`src/pkg/ccd_afe_params.svh`:
```
// Constants for the CCD front end output and black clamp block
`ifndef CCD_AFE_PARAMS_SVH
`define CCD_AFE_PARAMS_SVH
`define DUMMY_CLAMP_CONTROL_ADDR 8'hf7
`define DUMMY_CLAMP_CONTROL_RESET 16'h0000
`define OFFSET_MSB 12
`define OFFSET_LSB 10
`define LOOP_GAIN_MSB 9
`define LOOP_GAIN_LSB 8
`define LATENCY_CORRELATED 10
`define LATENCY_DIRECT 9
`define OB_WINDOW_FIRST 5
`define OB_WINDOW_LAST 12
`define OB_COUNT_MAX 4'hf
`define PREBLANK_CLAMP_CODE 10'h04c
`define BLACK_OUT_OF_RANGE 10'h0c8
`define PIPE_DEPTH 10
`endif

```
`src/pkg/ccd_afe_pkg.sv`:
```
// Types for the CCD front end output and black clamp block
package ccd_afe_pkg;
	typedef logic [9:0] pixel_t;
	typedef enum logic [1:0] {
		CLAMP_OB = 2'b01,
		CLAMP_DUMMY = 2'b10
	} clamp_state_t;
endpackage

```
`src/logic/ccd_output_clamp.sv`:
```
// Pixel output pipeline, black window averaging and dummy clamp control
`timescale 1ns/10ps
`include "ccd_afe_params.svh"

// How it works
// - Pixel bus updates on conversion clock rising edge
// - Latency ten correlated, nine direct mode
// - Direct mode samples input every rising edge
// - Cycles five to twelve after pulse form window
// - Eight window samples averaged into clamp level
// - Register F7 bits 12:10 pick dummy offset
// - Out-of-range black switches to dummy clamping
// - Dummy offset scales with amplifier gain
// - Bits 9:8 cut loop gain, dummy only
// - Four-bit sample/hold time constant select
// - Bandwidth select plus low power picks cutoff
// - Preblank forces output to clamp code
// - Invert low nine and top bit options
module ccd_output_clamp
	import ccd_afe_pkg::*;
(
	// Clock and reset
	input wire logic clk,
	input wire logic rst_b,
	// Converter side
	input wire logic correlated_input_mode,
	input wire logic [9:0] conv_sample,
	input wire logic [2:0] pga_gain_shift,
	// Pins
	input wire logic optical_black_pulse,
	input wire logic preblank_input,
	// Output setup
	input wire logic low_bits_invert,
	input wire logic top_bit_invert,
	input wire logic gray_code_select,
	input wire logic low_power_sel,
	input wire logic [3:0] black_sh_time_const_sel,
	input wire logic [1:0] sha_bandwidth_sel,
	// Register port
	input wire logic [7:0] reg_addr,
	input wire logic [15:0] reg_wdata,
	input wire logic reg_write,
	output logic [15:0] reg_rdata,
	// Outputs
	output logic [9:0] pixel_out,
	output logic [9:0] clamp_level,
	output logic clamp_dummy_active,
	output logic [2:0] loop_gain_shift,
	output logic [3:0] sh_time_const,
	output logic [2:0] sha_cutoff_code
);
	logic [15:0] ctrl_reg, ctrl_next;
	logic [1:0] obp_sync_reg, preblank_input_sync_reg;
	logic obp_prev_reg;
	logic [3:0] ob_cnt_reg, ob_cnt_next;
	logic [12:0] ob_sum_reg, ob_sum_next;
	pixel_t ob_avg_reg, ob_avg_next;
	clamp_state_t state_reg, state_next;
	pixel_t pipe_reg [0:`PIPE_DEPTH-1];
	pixel_t pipe_next [0:`PIPE_DEPTH-1];
	pixel_t pix_reg, pix_next;
	pixel_t clamp_reg, clamp_next;
	logic [9:0] dummy_off;
	logic [11:0] clamp_sum;
	pixel_t tapped, coded;
	logic obp_rise, in_window;

	// Register write and readback
	always_comb
	begin
		ctrl_next = ctrl_reg;
		if (reg_write && reg_addr == `DUMMY_CLAMP_CONTROL_ADDR)
			ctrl_next = reg_wdata;
	end

	// Window timing, restarted by every synchronised pulse rising edge
	assign obp_rise = obp_sync_reg[1] && !obp_prev_reg;
	assign in_window = ob_cnt_reg >= 4'(`OB_WINDOW_FIRST) &&
		ob_cnt_reg <= 4'(`OB_WINDOW_LAST);

	always_comb
	begin
		ob_cnt_next = ob_cnt_reg;
		ob_sum_next = ob_sum_reg;
		ob_avg_next = ob_avg_reg;
		state_next = state_reg;
		if (obp_rise)
		begin
			ob_cnt_next = 4'h1;
			ob_sum_next = 13'h0000;
		end
		else if (ob_cnt_reg != 4'h0 && ob_cnt_reg != `OB_COUNT_MAX)
			ob_cnt_next = ob_cnt_reg + 4'h1;
		if (!obp_rise && in_window)
			ob_sum_next = ob_sum_reg + {3'h0, conv_sample};
		if (!obp_rise && ob_cnt_reg == 4'(`OB_WINDOW_LAST))
		begin
			ob_avg_next = ob_sum_next[12:3];
			// Highlight pushes black high; fall back to dummy bit level
			if (ob_sum_next[12:3] > `BLACK_OUT_OF_RANGE)
				state_next = CLAMP_DUMMY;
			else
				state_next = CLAMP_OB;
		end
	end

	// Dummy offset, scaled down as the amplifier gain rises
	always_comb
	begin
		case (ctrl_reg[`OFFSET_MSB:`OFFSET_LSB])
			3'h1: dummy_off = 10'h020;
			3'h2: dummy_off = 10'h040;
			3'h3: dummy_off = 10'h060;
			3'h7: dummy_off = 10'h0e0;
			default: dummy_off = 10'h000;
		endcase
		dummy_off = dummy_off >> pga_gain_shift;
	end

	assign clamp_sum = {2'h0, ob_avg_reg} + {2'h0, dummy_off};

	always_comb
	begin
		case (state_reg)
			CLAMP_DUMMY: clamp_next = (clamp_sum > 12'h3ff) ? 10'h3ff : clamp_sum[9:0];
			default: clamp_next = ob_avg_reg;
		endcase
	end

	// Conversion pipeline; tap picks the mode's latency
	always_comb
	begin
		pipe_next[0] = conv_sample;
		for (int i = 1; i < `PIPE_DEPTH; i++)
			pipe_next[i] = pipe_reg[i-1];
	end

	// Tap index is latency minus the output register
	assign tapped = correlated_input_mode ? pipe_reg[`LATENCY_CORRELATED-1] :
		pipe_reg[`LATENCY_DIRECT-1];

	always_comb
	begin
		coded = gray_code_select ? (tapped ^ (tapped >> 1)) : tapped;
		coded[8:0] = low_bits_invert ? ~coded[8:0] : coded[8:0];
		coded[9] = top_bit_invert ? ~coded[9] : coded[9];
		pix_next = preblank_input_sync_reg[1] ? `PREBLANK_CLAMP_CODE : coded;
	end

	always_ff @(posedge clk)
	begin
		if (!rst_b)
		begin
			ctrl_reg <= `DUMMY_CLAMP_CONTROL_RESET;
			obp_sync_reg <= 2'h0;
			preblank_input_sync_reg <= 2'h0;
			obp_prev_reg <= 1'b0;
			ob_cnt_reg <= 4'h0;
			ob_sum_reg <= 13'h0000;
			ob_avg_reg <= 10'h000;
			state_reg <= CLAMP_OB;
			clamp_reg <= 10'h000;
			pix_reg <= 10'h000;
			for (int i = 0; i < `PIPE_DEPTH; i++)
				pipe_reg[i] <= 10'h000;
		end
		else
		begin
			ctrl_reg <= ctrl_next;
			obp_sync_reg <= {obp_sync_reg[0], optical_black_pulse};
			preblank_input_sync_reg <= {preblank_input_sync_reg[0], preblank_input};
			obp_prev_reg <= obp_sync_reg[1];
			ob_cnt_reg <= ob_cnt_next;
			ob_sum_reg <= ob_sum_next;
			ob_avg_reg <= ob_avg_next;
			state_reg <= state_next;
			clamp_reg <= clamp_next;
			pix_reg <= pix_next;
			for (int i = 0; i < `PIPE_DEPTH; i++)
				pipe_reg[i] <= pipe_next[i];
		end
	end

	// Registered setting outputs
	logic [15:0] rdata_reg, rdata_next;
	logic [2:0] lg_reg, lg_next, cut_reg, cut_next;
	logic [3:0] sh_reg, sh_next;
	logic dummy_reg, dummy_next;

	always_comb
	begin
		rdata_next = (reg_addr == `DUMMY_CLAMP_CONTROL_ADDR) ? ctrl_reg : 16'h0000;
		// Shift 2..5 is 1/4..1/32; zero outside dummy clamping
		lg_next = (state_next == CLAMP_DUMMY) ?
			3'h2 + {1'b0, ctrl_reg[`LOOP_GAIN_MSB:`LOOP_GAIN_LSB]} : 3'h0;
		sh_next = black_sh_time_const_sel;
		cut_next = {low_power_sel, sha_bandwidth_sel};
		// Own flop so the status pin has no decode glitch
		dummy_next = (state_next == CLAMP_DUMMY);
	end

	always_ff @(posedge clk)
	begin
		if (!rst_b)
		begin
			rdata_reg <= 16'h0000;
			lg_reg <= 3'h0;
			sh_reg <= 4'h0;
			cut_reg <= 3'h0;
			dummy_reg <= 1'b0;
		end
		else
		begin
			rdata_reg <= rdata_next;
			lg_reg <= lg_next;
			sh_reg <= sh_next;
			cut_reg <= cut_next;
			dummy_reg <= dummy_next;
		end
	end

	assign reg_rdata = rdata_reg;
	assign pixel_out = pix_reg;
	assign clamp_level = clamp_reg;
	assign clamp_dummy_active = dummy_reg;
	assign loop_gain_shift = lg_reg;
	assign sh_time_const = sh_reg;
	assign sha_cutoff_code = cut_reg;
endmodule

```
`config.mk`:
```
export PLATFORM = sky130hd
export DESIGN_NAME = ccd_output_clamp
export DESIGN_NICKNAME = d
export VERILOG_FILES = /design/src/pkg/ccd_afe_pkg.sv /design/src/logic/ccd_output_clamp.sv
export VERILOG_INCLUDE_DIRS = /design/src /design/src/pkg
export SDC_FILE = /design/constraint.sdc
export NUM_CORES = 1
export LEC_CHECK = 0
export ABC_AREA = 1
export BUFFER_PORTS_ARGS = -buffer_cell sky130_fd_sc_hd__buf_4
export CAP_MARGIN = 10
export CORE_UTILIZATION = 61
export DETAILED_ROUTE_END_ITERATION = 16
export MAX_ROUTING_LAYER = met4
export PLACE_DENSITY = 0.84
export SETUP_SLACK_MARGIN = 0.3
export SYNTH_ARGS = -nofsm -noshare
export SYNTH_HDL_FRONTEND = slang
export SYNTH_SLANG_ARGS = --single-unit
```
`constraint.sdc`:
```
create_clock -name clk -period 5.2 [get_ports clk]
set_input_delay 0.78 -clock clk [delete_from_list [all_inputs] [get_ports clk]]
set_output_delay 0.78 -clock clk [all_outputs]
set_load 0.1 [all_outputs]
```
==> results.cfg <==
[sta]
max_freq_ghz = 0.314
min_period_ps = 3190
setup_tns_ps = 0
fin_crit_sh_pct = 61.3
drv_slew = 0
tightest_slew_ps = 1120
clock-skew-final_ps = 8.10
setup_viol = 0
slew_headroom_pct = 25.4
rsz0062_at_grt = false
hold_viol_final = 0

[synth]
ys_seq_elements = 197
synth_cell_types = 35
syn-instance-count = 949
synthArstFlopShare_pct = 0
synthTopCellsByArea = dfxtp_1 (53%), nand2_1 (11%), inv_1 (10%)
seq_area_frac_synth_pct = 52.7
synth_edf_count = 0
synthFlopType = dfxtp_1
synth_nets = 1026
synth_top_area_share_pct = 52.7
synth_area_per_cell_um2 = 7.89
synth-warning-count = 0
syn-cell-area_um2 = 7490
yosys.area.top_type = dfxtp_1

[detailed_routing]
remaining_drc_errors = 0
wl_per_cell_um = 11.5
drt-total-wl_um = 13900
dr.pass1.iters = 5
drtAntennaViolNets = 0
drt_iter0_markers = 365
post_drt_via_cell_ratio = 4.79
vias = 5768

[clocking]
clock-sinks = 197
cts_resized = 0
postCtsHoldBufs = 0
clkTransAtPathRegs_ps = 70
clock_latency_ps = 430
cts_made_buffers = 17
root_buffer = clkbuf_16
cts_setup_buffers = 0
cts_tree = done
htree_levels = 4
clockBufferDepth = 2

[setup_path]
criticalPathCategory = in2reg
crit_required_ps = 5560
crit_start = pga_gain_shift[0]
crit_end = clamp_level[4]$_SDFF_PN0_
reg2reg_setup_slack_ps = 2030
regToRegStartpoint = ctrl_reg[10]$_SDFFE_PN0P_
critical_path_peak_fanout = 6
r2r_cells = 21
startpoint_type = input pin
worstSetupEndpointType = register
timing.rr.end = clamp_level[4]$_SDFF_PN0_
arrival_ps = 3540

[global_route]
first_global_vias = 5374
grt_usage_pct = 23.9
grt_pass1_wl_um = 23200
antenna_found_initial = 0
grt.overflow.total = 0
grt_max_degree = 115

[power]
power_density_nw_per_um2 = 348
switching_share_pct = 25.3
pwr-share-clk_pct = 41.7
internal_power_mw = 2.32
power_frac_comb_pct = 8.3
p_seq_share_pct = 50.0
fin_total_pwr_mw = 3.11
p_switching_uw = 786
power_leakage_nw = 4.91
ir_drop_mv = 0.166

[finish]
multi_input_area_um2 = 2680
largest_reg_flops = 100
post-route-util_pct = 74.4
syn2layout_area_growth_pct = 19.3
final_nets = 1121
finalNonFillerCells = 1204
layout_commonest_cell = nand2_1
seq_area_um2 = 3940
nFillCells = 933
mostFrequentLayoutCells = nand2_1 (229), inv_1 (199), dfxtp_1 (197)
drive_above_1_share_pct = 14.7
diodes = 0

[run]
cap_violations = 0

[place]
port_buffers = 99
dp.cells = 1172
routabilityCongestion = 1.00
dp_hpwl_um = 9590

[die]
die_h_um = 113
dieArea_um2 = 12700
placementRows = 40
initial_utilization_pct = 62.3
core_area_um2 = 12000
num_io_pins = 100
dieWidth_um = 113

[worst_hold_path]
holdPathStages = 2
holdCritPathClass = reg2reg

[status]
outcome = finished, final reports clean
[cell families after synthesis]
family / share of synthesized area [%]
simple gates: 20.1
buf+inv: 11.5
flops: 52.7
compound gates: 8.04
fa+ha+maj: 4.21
xor+xnor: 2.22
mux: 1.20
[per-stage QoR]
| step | setup slack [ps] | hold WS [ps] | cell area, um2 |
|---|---|---|---|
| finish | 2010 | 410 | 8930 |
| global route | 1700 | 418 | 8930 |
| global placement | 1820 | 391 | 8340 |
| detailed placement | 1620 | 396 | 8340 |
| CTS | 2070 | 410 | 8930 |
| floorplan | 2150 | 390 | 7490 |
[cell usage after synthesis (all sizes together) (6+ instances only)]
cell type,number
nand2,236
inv,202
dfxtp,197
nor2,81
a21oi,50
o21ai,31
nand3,28
clkbuf,25
ha,22
a211oi,17
xor2,12
mux2i,9
xnor2,7
nand3b,6
or2,6
[layout make-up]
class | count | share of cell area [%]
Timing Repair Buffer | 102 | 8.57
Multi-Input combinational cell | 523 | 30.0
Clock buffer | 18 | 4.92
Tap cell | 147 | 2.06
Clock inverter | 14 | 1.75
Sequential cell | 197 | 44.2
Inverter | 203 | 8.53
[per-layer routing]
| layer | GRT usage (%) | wire, um |
|---|---|---|
| met5 | - | 0 |
| met1 | 26.1 | 6140 |
| met2 | 41.2 | 6750 |
| met4 | 10.6 | 346 |
| met3 | 5.95 | 671 |
[worst max-delay path: stages]
cell	delay (ps)
buf_4	120
nor4_1	330
o21ai_0	180
nor2_1	180
inv_1	80
fa_1	420
nand3b_1	170
nand2_1	100
a21oi_1	70
o21bai_1	200
nand2_1	70
nand2_1	60
nand2_1	40
nand2_1	70
nand2_1	80
o21ai_1	250
inv_1	160
a21oi_1	160
[how the worst min path moves through the flow]
stage,from,to,slack [ps]
after detailed placement,obp_sync_reg[0]$_SDFF_PN0_,obp_sync_reg[1]$_SDFF_PN0_,400
after CTS,obp_sync_reg[0]$_SDFF_PN0_,obp_sync_reg[1]$_SDFF_PN0_,410
after global placement,pipe_reg[6][9]$_SDFF_PN0_,pipe_reg[7][9]$_SDFF_PN0_,390
after global routing,pipe_reg[7][7]$_SDFF_PN0_,pipe_reg[8][7]$_SDFF_PN0_,420
after floorplan,obp_sync_reg[0]$_SDFF_PN0_,obp_sync_reg[1]$_SDFF_PN0_,390
final,pipe_reg[3][4]$_SDFF_PN0_,pipe_reg[4][4]$_SDFF_PN0_,410
[power by group through the flow]
stage	clock network, mW	registers (mW)	logic (mW)
after floorplan	0	1.64	0.128
after global routing	1.38	1.55	0.283
after CTS	1.32	1.55	0.259
after detailed placement	0	1.59	0.257
after global placement	0	1.59	0.251
final	1.30	1.55	0.259
No activity file was read; power rests on OpenSTA's default activity.
